==> src/hdl/cas_defines.svh <==
// Constants for the addressing and special-operation core
// Notes on behaviour
// - Immediate operand bytes are data; opcode picks width
// - Vector n reads FFC0+2n high, FFC1+2n low
// - Vector number is three bits, eight entries
// - Relative branch adds signed byte to counter
// - Inherent opcodes have no operands, opcode-defined action
// - Jump via accumulator loads counter from accumulator
// - Counter copy gives next opcode address
// - Multiply low bytes, 16-bit product, temp kept
// - Multiply and divide leave flags untouched
// - Divide temp by low acc; quotient, remainder, highs zero
// - Quotient overflow gives unpredictable result, no flag
// - Exchange swaps accumulator and next-opcode counter
// - Vectored call pushes return address, jumps via table
// - Vectored call is one byte, number inside opcode
// - Bit ops read byte, change one bit, write back
// - Bit position from low three opcode bits
// - Bit op: four bus cycles, strobes active low
`ifndef CAS_DEFINES_SVH
`define CAS_DEFINES_SVH

// ****************************************************************
// Opcodes
// ****************************************************************
`define CAS_OP_MOV_IMM8 8'h04
`define CAS_OP_MOVW_IMM16 8'hE4
`define CAS_OP_MOVW_SP_IMM 8'hE5
`define CAS_OP_BZ 8'hFD
`define CAS_OP_MULU 8'h01
`define CAS_OP_DIVU 8'h11
`define CAS_OP_PC_TO_A 8'hF0
`define CAS_OP_JUMP_VIA_ACCUMULATOR 8'hE0
`define CAS_OP_XCH_PC 8'hF4
`define CAS_OP_CALLV_BASE 5'h1D
`define CAS_OP_BIT_BASE 4'hA

// ****************************************************************
// Fields, addresses, resets and timing
// ****************************************************************
`define CAS_OP_SET_BIT 3
`define CAS_VEC_BASE 16'hFFC0
`define CAS_DIRECT_PAGE 8'h00
`define CAS_PC_RESET 16'h0000
`define CAS_SP_RESET 16'h0200
`define CAS_MD_STEPS 4'h8
`define CAS_MULU_CYCLES 5'h13
`define CAS_DIVU_CYCLES 5'h15

`endif

==> src/hdl/cas_pkg.sv <==
// Types shared by the addressing and special-operation core
package cas_pkg;

	typedef enum logic [3:0] {
		ST_FETCH = 4'h0,
		ST_OP1 = 4'h1,
		ST_OP2 = 4'h3,
		ST_INH = 4'h2,
		ST_RMW_RD = 4'h6,
		ST_RMW_WR = 4'h7,
		ST_STK_HI = 4'h5,
		ST_STK_LO = 4'h4,
		ST_VEC_HI = 4'hC,
		ST_VEC_LO = 4'hD,
		ST_MD_WAIT = 4'hF
	} cas_state_t;

	typedef enum logic [3:0] {
		CL_NOP = 4'h0,
		CL_IMM8 = 4'h1,
		CL_IMM16 = 4'h2,
		CL_SP_IMM = 4'h3,
		CL_BZ = 4'h4,
		CL_JUMP_VIA_ACCUMULATOR = 4'h5,
		CL_PC_TO_A = 4'h6,
		CL_XCH_PC = 4'h7,
		CL_MULU = 4'h8,
		CL_DIVU = 4'h9,
		CL_CALLV = 4'hA,
		CL_BIT = 4'hB
	} cas_class_t;

endpackage

==> src/hdl/cas_decode.sv <==
// Opcode classifier for the core
`timescale 1ns/1ps
`include "cas_defines.svh"

module cas_decode (
	input wire logic [7:0] opcode_in,
	output cas_pkg::cas_class_t class_out,
	output logic [2:0] field_out,
	output logic bit_set_out
);

	always_comb begin
		field_out = opcode_in[2:0];
		bit_set_out = opcode_in[`CAS_OP_SET_BIT];
		if (opcode_in[7:3] == `CAS_OP_CALLV_BASE) begin
			class_out = cas_pkg::CL_CALLV;
		end else if (opcode_in[7:4] == `CAS_OP_BIT_BASE) begin
			class_out = cas_pkg::CL_BIT;
		end else begin
			case (opcode_in)
				`CAS_OP_MOV_IMM8: class_out = cas_pkg::CL_IMM8;
				`CAS_OP_MOVW_IMM16: class_out = cas_pkg::CL_IMM16;
				`CAS_OP_MOVW_SP_IMM: class_out = cas_pkg::CL_SP_IMM;
				`CAS_OP_BZ: class_out = cas_pkg::CL_BZ;
				`CAS_OP_MULU: class_out = cas_pkg::CL_MULU;
				`CAS_OP_DIVU: class_out = cas_pkg::CL_DIVU;
				`CAS_OP_PC_TO_A: class_out = cas_pkg::CL_PC_TO_A;
				`CAS_OP_JUMP_VIA_ACCUMULATOR: class_out = cas_pkg::CL_JUMP_VIA_ACCUMULATOR;
				`CAS_OP_XCH_PC: class_out = cas_pkg::CL_XCH_PC;
				default: class_out = cas_pkg::CL_NOP;
			endcase
		end
	end

endmodule // cas_decode

==> src/hdl/cas_muldiv.sv <==
// Iterative unsigned 8x8 multiply and 16/8 divide
`timescale 1ns/1ps
`include "cas_defines.svh"

module cas_muldiv (
	input wire logic clk_in,
	input wire logic rst_in,
	input wire logic start_in,
	input wire logic div_in,
	input wire logic [15:0] acc_in,
	input wire logic [15:0] temp_in,
	output logic done_out,
	output logic [15:0] acc_res_out,
	output logic [15:0] temp_res_out
);

	logic [3:0] step_q;
	logic busy_q;
	logic div_q;
	logic [7:0] opnd_q;
	logic [16:0] work_q;
	logic [7:0] quot_q;
	logic [8:0] trial;
	logic [16:0] addsum;

	always_comb begin
		trial = {work_q[7:0], quot_q[7]} - {1'b0, opnd_q};
		addsum = {1'b0, work_q[15:8] + (work_q[0] ? opnd_q : 8'h00), work_q[7:0]};
		if (work_q[0]) begin
			addsum[16:8] = {1'b0, work_q[15:8]} + {1'b0, opnd_q};
		end
	end

	// ****************************************************************
	// Sequencing
	// ****************************************************************
	always_ff @(posedge clk_in) begin
		if (rst_in) begin
			busy_q <= 1'b0;
			step_q <= 4'h0;
			done_out <= 1'b0;
		end else begin
			done_out <= busy_q && (step_q == `CAS_MD_STEPS - 4'h1);
			if (start_in) begin
				busy_q <= 1'b1;
				step_q <= 4'h0;
			end else if (busy_q) begin
				step_q <= step_q + 4'h1;
				busy_q <= step_q != `CAS_MD_STEPS - 4'h1;
			end
		end
	end

	// ****************************************************************
	// Datapath
	// ****************************************************************
	// Divide keeps an 8-bit partial remainder in work_q[7:0] plus the
	// trial borrow; the high byte of the dividend is preloaded there and the
	// low byte into quot_q, so a quotient wider than eight bits is silently lost.
	always_ff @(posedge clk_in) begin
		if (start_in) begin
			div_q <= div_in;
			opnd_q <= div_in ? acc_in[7:0] : temp_in[7:0];
			work_q <= div_in ? {9'h000, temp_in[15:8]} : {9'h000, acc_in[7:0]};
			quot_q <= temp_in[7:0];
		end else if (busy_q) begin
			if (div_q) begin
				if (!trial[8] || work_q[7]) begin
					work_q <= {9'h000, trial[7:0]};
				end else begin
					work_q <= {9'h000, work_q[6:0], quot_q[7]};
				end
				quot_q <= {quot_q[6:0], (!trial[8] || work_q[7])};
			end else begin
				work_q <= {1'b0, addsum[16:1]};
			end
		end
	end

	always_comb begin
		if (div_q) begin
			acc_res_out = {8'h00, quot_q};
			temp_res_out = {8'h00, work_q[7:0]};
		end else begin
			acc_res_out = work_q[15:0];
			temp_res_out = 16'h0000;
		end
	end

endmodule // cas_muldiv

==> src/hdl/cas_core.sv <==
// Execution core: immediate, vector, relative, inherent and special operations
`timescale 1ns/1ps
`include "cas_defines.svh"

module cas_core (
	input wire logic CLOCK_IN,
	input wire logic RST_IN,
	input wire logic [7:0] DATA_IN,
	output logic [15:0] ADDR_OUT,
	output logic [7:0] DATA_OUT,
	output logic RD_N_OUT,
	output logic WR_N_OUT,
	output logic RMW_OUT,
	output logic [15:0] ACC_OUT,
	output logic [15:0] TEMP_OUT,
	output logic [15:0] PC_OUT,
	output logic [15:0] SP_OUT,
	output logic FLAG_N_OUT,
	output logic FLAG_Z_OUT
);

	cas_pkg::cas_state_t state_q;
	cas_pkg::cas_class_t class_q;
	cas_pkg::cas_class_t dec_class;
	logic [7:0] opcode_q;
	logic [15:0] program_counter_q;
	logic [15:0] stack_pointer_q;
	logic [15:0] acc_q;
	logic [15:0] temp_q;
	logic flag_n_q;
	logic flag_z_q;
	logic [7:0] oper_lo_q;
	logic [7:0] rmw_data_q;
	logic [7:0] vec_hi_q;
	logic [4:0] wait_q;
	logic [2:0] dec_field;
	logic dec_set;
	logic md_start;
	logic [15:0] md_acc;
	logic [15:0] md_temp;

	// ****************************************************************
	// Helpers
	// ****************************************************************
	function automatic logic [15:0] vec_addr(input logic [2:0] num, input logic low);
		vec_addr = `CAS_VEC_BASE + {12'h000, num, low};
	endfunction

	function automatic logic [7:0] bit_mod(input logic [7:0] data, input logic [2:0] pos, input logic set);
		logic [7:0] mask;
		mask = 8'h01 << pos;
		bit_mod = set ? (data | mask) : (data & ~mask);
	endfunction

	cas_decode u_decode (
		.opcode_in(DATA_IN),
		.class_out(dec_class),
		.field_out(),
		.bit_set_out()
	);

	cas_decode u_field (
		.opcode_in(opcode_q),
		.class_out(),
		.field_out(dec_field),
		.bit_set_out(dec_set)
	);

	assign md_start = (state_q == cas_pkg::ST_FETCH)
		&& (dec_class == cas_pkg::CL_MULU || dec_class == cas_pkg::CL_DIVU);

	cas_muldiv u_muldiv (
		.clk_in(CLOCK_IN),
		.rst_in(RST_IN),
		.start_in(md_start),
		.div_in(dec_class == cas_pkg::CL_DIVU),
		.acc_in(acc_q),
		.temp_in(temp_q),
		.done_out(),
		.acc_res_out(md_acc),
		.temp_res_out(md_temp)
	);

	// ****************************************************************
	// Bus drive
	// ****************************************************************
	// All bus outputs decode flops only, so no input reaches them combinationally
	always_comb begin
		ADDR_OUT = program_counter_q;
		DATA_OUT = 8'h00;
		RD_N_OUT = 1'b1;
		WR_N_OUT = 1'b1;
		RMW_OUT = 1'b0;
		case (state_q)
			cas_pkg::ST_FETCH, cas_pkg::ST_OP1, cas_pkg::ST_OP2: begin
				RD_N_OUT = 1'b0;
			end
			cas_pkg::ST_RMW_RD: begin
				ADDR_OUT = {`CAS_DIRECT_PAGE, oper_lo_q};
				RD_N_OUT = 1'b0;
				RMW_OUT = 1'b1;
			end
			cas_pkg::ST_RMW_WR: begin
				ADDR_OUT = {`CAS_DIRECT_PAGE, oper_lo_q};
				DATA_OUT = rmw_data_q;
				WR_N_OUT = 1'b0;
			end
			cas_pkg::ST_STK_HI: begin
				ADDR_OUT = stack_pointer_q - 16'h0002;
				DATA_OUT = program_counter_q[15:8];
				WR_N_OUT = 1'b0;
			end
			cas_pkg::ST_STK_LO: begin
				ADDR_OUT = stack_pointer_q + 16'h0001;
				DATA_OUT = program_counter_q[7:0];
				WR_N_OUT = 1'b0;
			end
			cas_pkg::ST_VEC_HI: begin
				ADDR_OUT = vec_addr(dec_field, 1'b0);
				RD_N_OUT = 1'b0;
			end
			cas_pkg::ST_VEC_LO: begin
				ADDR_OUT = vec_addr(dec_field, 1'b1);
				RD_N_OUT = 1'b0;
			end
			default: begin
				ADDR_OUT = program_counter_q;
			end
		endcase
	end

	// ****************************************************************
	// Sequencer
	// ****************************************************************
	always_ff @(posedge CLOCK_IN) begin
		if (RST_IN) begin
			state_q <= cas_pkg::ST_FETCH;
			class_q <= cas_pkg::CL_NOP;
			opcode_q <= 8'h00;
			wait_q <= 5'h00;
		end else begin
			case (state_q)
				cas_pkg::ST_FETCH: begin
					opcode_q <= DATA_IN;
					class_q <= dec_class;
					case (dec_class)
						cas_pkg::CL_IMM8, cas_pkg::CL_IMM16, cas_pkg::CL_SP_IMM,
						cas_pkg::CL_BZ, cas_pkg::CL_BIT: begin
							state_q <= cas_pkg::ST_OP1;
						end
						cas_pkg::CL_CALLV: begin
							state_q <= cas_pkg::ST_STK_HI;
						end
						cas_pkg::CL_MULU: begin
							wait_q <= `CAS_MULU_CYCLES - 5'h02;
							state_q <= cas_pkg::ST_MD_WAIT;
						end
						cas_pkg::CL_DIVU: begin
							wait_q <= `CAS_DIVU_CYCLES - 5'h02;
							state_q <= cas_pkg::ST_MD_WAIT;
						end
						default: begin
							state_q <= cas_pkg::ST_INH;
						end
					endcase
				end
				cas_pkg::ST_OP1: begin
					if (class_q == cas_pkg::CL_BIT) begin
						state_q <= cas_pkg::ST_RMW_RD;
					end else if (class_q == cas_pkg::CL_IMM8 || class_q == cas_pkg::CL_BZ) begin
						state_q <= cas_pkg::ST_FETCH;
					end else begin
						state_q <= cas_pkg::ST_OP2;
					end
				end
				cas_pkg::ST_RMW_RD: state_q <= cas_pkg::ST_RMW_WR;
				cas_pkg::ST_STK_HI: state_q <= cas_pkg::ST_STK_LO;
				cas_pkg::ST_STK_LO: state_q <= cas_pkg::ST_VEC_HI;
				cas_pkg::ST_VEC_HI: state_q <= cas_pkg::ST_VEC_LO;
				cas_pkg::ST_MD_WAIT: begin
					wait_q <= wait_q - 5'h01;
					if (wait_q == 5'h00) begin
						state_q <= cas_pkg::ST_FETCH;
					end
				end
				default: begin
					state_q <= cas_pkg::ST_FETCH;
				end
			endcase
		end
	end

	// ****************************************************************
	// Program counter
	// ****************************************************************
	always_ff @(posedge CLOCK_IN) begin
		if (RST_IN) begin
			program_counter_q <= `CAS_PC_RESET;
		end else begin
			case (state_q)
				cas_pkg::ST_FETCH, cas_pkg::ST_OP2: begin
					program_counter_q <= program_counter_q + 16'h0001;
				end
				cas_pkg::ST_OP1: begin
					if (class_q == cas_pkg::CL_BZ && flag_z_q) begin
						// Offset is taken from the address past the operand
						program_counter_q <= program_counter_q + 16'h0001
							+ {{8{DATA_IN[7]}}, DATA_IN};
					end else begin
						program_counter_q <= program_counter_q + 16'h0001;
					end
				end
				cas_pkg::ST_INH: begin
					if (class_q == cas_pkg::CL_JUMP_VIA_ACCUMULATOR || class_q == cas_pkg::CL_XCH_PC) begin
						program_counter_q <= acc_q;
					end
				end
				cas_pkg::ST_VEC_LO: begin
					program_counter_q <= {vec_hi_q, DATA_IN};
				end
				default: begin
					program_counter_q <= program_counter_q;
				end
			endcase
		end
	end

	// ****************************************************************
	// Stack pointer and vector capture
	// ****************************************************************
	always_ff @(posedge CLOCK_IN) begin
		if (RST_IN) begin
			stack_pointer_q <= `CAS_SP_RESET;
			vec_hi_q <= 8'h00;
		end else begin
			if (state_q == cas_pkg::ST_STK_HI) begin
				stack_pointer_q <= stack_pointer_q - 16'h0002;
			end else if (state_q == cas_pkg::ST_OP2 && class_q == cas_pkg::CL_SP_IMM) begin
				stack_pointer_q <= {oper_lo_q, DATA_IN};
			end
			if (state_q == cas_pkg::ST_VEC_HI) begin
				vec_hi_q <= DATA_IN;
			end
		end
	end

	// ****************************************************************
	// Operand and modify data
	// ****************************************************************
	always_ff @(posedge CLOCK_IN) begin
		if (RST_IN) begin
			oper_lo_q <= 8'h00;
			rmw_data_q <= 8'h00;
		end else begin
			if (state_q == cas_pkg::ST_OP1) begin
				oper_lo_q <= DATA_IN;
			end
			if (state_q == cas_pkg::ST_RMW_RD) begin
				rmw_data_q <= bit_mod(DATA_IN, dec_field, dec_set);
			end
		end
	end

	// ****************************************************************
	// Accumulators and flags
	// ****************************************************************
	always_ff @(posedge CLOCK_IN) begin
		if (RST_IN) begin
			acc_q <= 16'h0000;
			temp_q <= 16'h0000;
			flag_n_q <= 1'b0;
			flag_z_q <= 1'b0;
		end else begin
			case (state_q)
				cas_pkg::ST_OP1: begin
					if (class_q == cas_pkg::CL_IMM8) begin
						temp_q <= {temp_q[15:8], acc_q[7:0]};
						acc_q <= {acc_q[15:8], DATA_IN};
						flag_n_q <= DATA_IN[7];
						flag_z_q <= DATA_IN == 8'h00;
					end
				end
				cas_pkg::ST_OP2: begin
					if (class_q == cas_pkg::CL_IMM16) begin
						temp_q <= acc_q;
						acc_q <= {oper_lo_q, DATA_IN};
						flag_n_q <= oper_lo_q[7];
						flag_z_q <= {oper_lo_q, DATA_IN} == 16'h0000;
					end
				end
				cas_pkg::ST_INH: begin
					if (class_q == cas_pkg::CL_PC_TO_A || class_q == cas_pkg::CL_XCH_PC) begin
						acc_q <= program_counter_q;
					end
				end
				cas_pkg::ST_MD_WAIT: begin
					// Flags are deliberately left alone here
					if (wait_q == 5'h00) begin
						acc_q <= md_acc;
						if (class_q == cas_pkg::CL_DIVU) begin
							temp_q <= md_temp;
						end
					end
				end
				default: begin
					acc_q <= acc_q;
				end
			endcase
		end
	end

	assign ACC_OUT = acc_q;
	assign TEMP_OUT = temp_q;
	assign PC_OUT = program_counter_q;
	assign SP_OUT = stack_pointer_q;
	assign FLAG_N_OUT = flag_n_q;
	assign FLAG_Z_OUT = flag_z_q;

endmodule // cas_core

==> config.mk <==
export PLATFORM = sky130hd
export DESIGN_NAME = cas_core
export DESIGN_NICKNAME = d
export VERILOG_FILES = /design/src/hdl/cas_pkg.sv /design/src/hdl/cas_decode.sv /design/src/hdl/cas_muldiv.sv /design/src/hdl/cas_core.sv
export VERILOG_INCLUDE_DIRS = /design/src /design/src/hdl
export SDC_FILE = /design/constraint.sdc
export NUM_CORES = 1
export LEC_CHECK = 0
export BUFFER_PORTS_ARGS = -buffer_cell sky130_fd_sc_hd__buf_2
export CAP_MARGIN = 10
export CORE_ASPECT_RATIO = 1.25
export CORE_MARGIN = 2
export CORE_UTILIZATION = 61
export DETAILED_ROUTE_END_ITERATION = 10
export PLACE_DENSITY = 0.82
export SKIP_CTS_REPAIR_TIMING = 1
export SKIP_LAST_GASP = 1
export SLEW_MARGIN = 25
export SYNTH_ARGS = -nofsm -noshare
export SYNTH_HDL_FRONTEND = slang
export SYNTH_SLANG_ARGS = --single-unit
==> constraint.sdc <==
create_clock -name CLOCK_IN -period 4.1 [get_ports CLOCK_IN]
set_clock_uncertainty 0.05 [all_clocks]
set_input_delay 0.205 -clock CLOCK_IN [delete_from_list [all_inputs] [get_ports CLOCK_IN]]
set_output_delay 0.205 -clock CLOCK_IN [all_outputs]
set_load 0.01 [all_outputs]
==> flow_summary.ini <==
[drt]
routed_wirelength_mm = 34.9
post-route-drc-count = 0
route.top_layer_used = met4
met1_length_mm = 12.8
route.met3.wl_mm = 3.51
avgRoutedWirePerCell_um = 21.2
detail_route.vias_per_cell = 6.69
detailedRoute.firstPassIterationCount = 8
met2WireLength_mm = 16.2
num_vias = 11000
drtIter0Drc = 1504
route.antenna.remaining_nets = 0

[sta]
worst_hold_slack_ns = 0.117
final.period_utilization = 0.845
setup_tns_ns = 0
worst_slew_pin_slew_ns = 0.996
slew-limit-headroom = 0.327
slew_viol_final = 0
timing_hold_violations_final = 0
final_setup_violations = 0
min_period_ns = 3.46
grt_setup_unrepaired = no
achievable-frequency_mhz = 289

[floorplanning]
die_area_um2 = 18000
starting_density_of_the_core = 0.618
die_height_um = 150
core_region_area_um2 = 16700
number_of_primary_i_o_pins = 103
rows = 53
overall_die_width_um = 120

[critical_path]
timing.critical_path.slowest_stage_cell = dfxtp_1
worst_setup_path_start_kind = register
worst_setup_path_end_kind = register
largest_stage_delay_on_the_critical_path_ns = 0.63
cp_data_required_time_ns = 4.35
crit_arrival_ns = 3.72
critical_path_type = reg2reg
crit_chain = ha_1 -> and3_1 -> nand2_1 -> xnor2_1 -> ha_1 -> o211ai_1 -> nor2_1 -> o2111ai_1 -> a21boi_0 -> mux2i_1 -> mux2i_1 -> o31ai_1
timing.critical_path.fanout_max = 8

[clock_network]
clock_tree_from_tritoncts = yes
cts.reportedPaths.clkPinSlew_ns = 0.07
clkSinkCount = 145
clock_tree.root_cell = clkbuf_16
maximum_level_of_the_cts_h_tree = 4
clock_insertion_delay_worst_skew_ns = 0.44
ctsLongestPathBuffers = 2
cts_made_buffers = 17

[logic_synthesis]
synth.net_count = 1425
count_of_flip_flops_with_a_built_in_enable_after_synthesis = 33
synthesis.instances = 1365
dominantRegCellSynth = dfxtp_1
synth_cell_type_count = 76
average_size_of_a_mapped_cell_um2 = 7.57
netlist_area_um2 = 10300
synthArstFlopShare = 0
synth_seq_cells = 145
synth_warnings = 0
yosysSeqAreaShare = 0.313

[finish]
post_route_cells_drive_above_1_share = 0.132
nNetsFinal = 1475
syn2layout_area_growth_pct = 11.9
filler_cells_inserted = 1437
diodes = 0

[power]
max_ir_drop_vdd_v = 0.000269
p_per_area_nw_per_um2 = 399
power.leakage_nw = 4.62

[placed_design]
gpl_congestion = 0.990
buffer_ports.inserted = 102
post-dp-hpwl_mm = 24.9

[grt]
antenna_violations_before_repair = 0
maximum_number_of_pins_on_one_net_before_global_route_repair = 75
total_grt_overflow = 0
grt_pass1_wl_mm = 54.4
grt_use_total = 0.388
grt_pass1_vias = 10000

[worst_hold_path]
hold_path_class = in2reg

[flow_run]
timing.max_cap.violations = 0

[run_status]
outcome = complete, no violations
final timing paths:
path / start / to / slack, ns / depth (start not counted)
worst max-delay path: PC_OUT[1] / PC_OUT[15] / 0.64 / 12
worst min-delay path: DATA_IN[1] / opcode_q[1] / 0.12 / 3
worst max register to register: PC_OUT[1] / PC_OUT[15] / 0.64 / 12
worst min register to register: vec_hi_q[5] / vec_hi_q[5] / 0.41 / 2
power breakdown:
part,internal [mW],total [mW],switching (mW)
Sequential,1.53,1.72,0.192
Combinational,0.491,1.30,0.805
Clock,0.921,1.60,0.676
per-stage QoR:
stage | cells | power [mW] | instance area (µm²) | worst slack [ns] | utilization
2_1_floorplan | 1365 | 2.55 | 10300 | 0.867 | -
3_3_place_gp | 1616 | 2.98 | 11000 | 0.852 | 0.656
3_5_place_dp | 1616 | 2.99 | 11000 | 0.759 | 0.656
4_1_cts | 1648 | 4.57 | 11600 | 0.735 | 0.692
5_1_grt | 1648 | 4.78 | 11600 | 0.380 | 0.692
6_report | 1648 | 4.61 | 11600 | 0.637 | 0.692
registers in the layout (all words and copies together), names as in the netlist, 16 cells and up:
signal           count
PC_OUT              16
ACC_OUT             16
u_muldiv.work_q     16
TEMP_OUT            16
SP_OUT              16
worst max-delay path: cells and delay by family, from the launching register on:
kind	cells	cell delay, ns
AND/OR/NAND/NOR	3	0.51
adder cells (fa/ha/maj)	2	0.77
XOR/XNOR	1	0.19
flip-flops	1	0.63
multiplexers	2	0.47
AO/OA/AOI/OAI	4	0.70
kinds of logic after synthesis:
group           after synthesis  synth area share
flops                       145             0.313
simple gates                565             0.251
compound gates              378             0.240
mux                          30            0.0293
fa+ha+maj                    50            0.0635
xor+xnor                     59            0.0500
buf+inv                     138            0.0534
cells in the mapped netlist (23+ instances only):
cell / instances / area share
nand2_1: 214 / 0.078
nor2_1: 174 / 0.063
a21oi_1: 141 / 0.068
dfxtp_1: 112 / 0.22
clkbuf_1: 81 / 0.029
o21ai_0: 52 / 0.025
ha_1: 46 / 0.056
nand3_1: 44 / 0.021
xnor2_1: 36 / 0.031
nor3_1: 34 / 0.016
edfxtp_1: 33 / 0.096
inv_1: 30 / 0.011
a211oi_1: 28 / 0.020
mux2i_1: 28 / 0.027
xor2_1: 23 / 0.019
cell type report:
cell class,count,area [µm²],area share
timing repair buffer,137,776,0.0671
multi-input combinational,1082,6560,0.567
clock buffer,18,439,0.0380
inverter,32,125,0.0108
sequential,145,3230,0.280
tap,220,275,0.0238
clock inverter,14,155,0.0134
cells in the final DEF (no fill, tap or decap), drive strengths merged, types with 28 or more instances in the layout:
cell / n
o21ai: 53
inv: 36
nor2: 175
xnor2: 36
ha: 46
a211oi: 28
nor3: 37
a21oi: 141
nand2: 214
nand3: 46
mux2i: 28
edfxtp: 33
dfxtp: 112
buf: 137
metal layers:
| metal | GRT usage | up-vias |
|---|---|---|
| met5 | 0 | - |
| met4 | 0.233 | 0 |
| met3 | 0.0736 | 154 |
| met2 | 0.630 | 734 |
| met1 | 0.477 | 5103 |
| li1 | - | 5028 |
No activity file was read; power rests on OpenSTA's default activity.
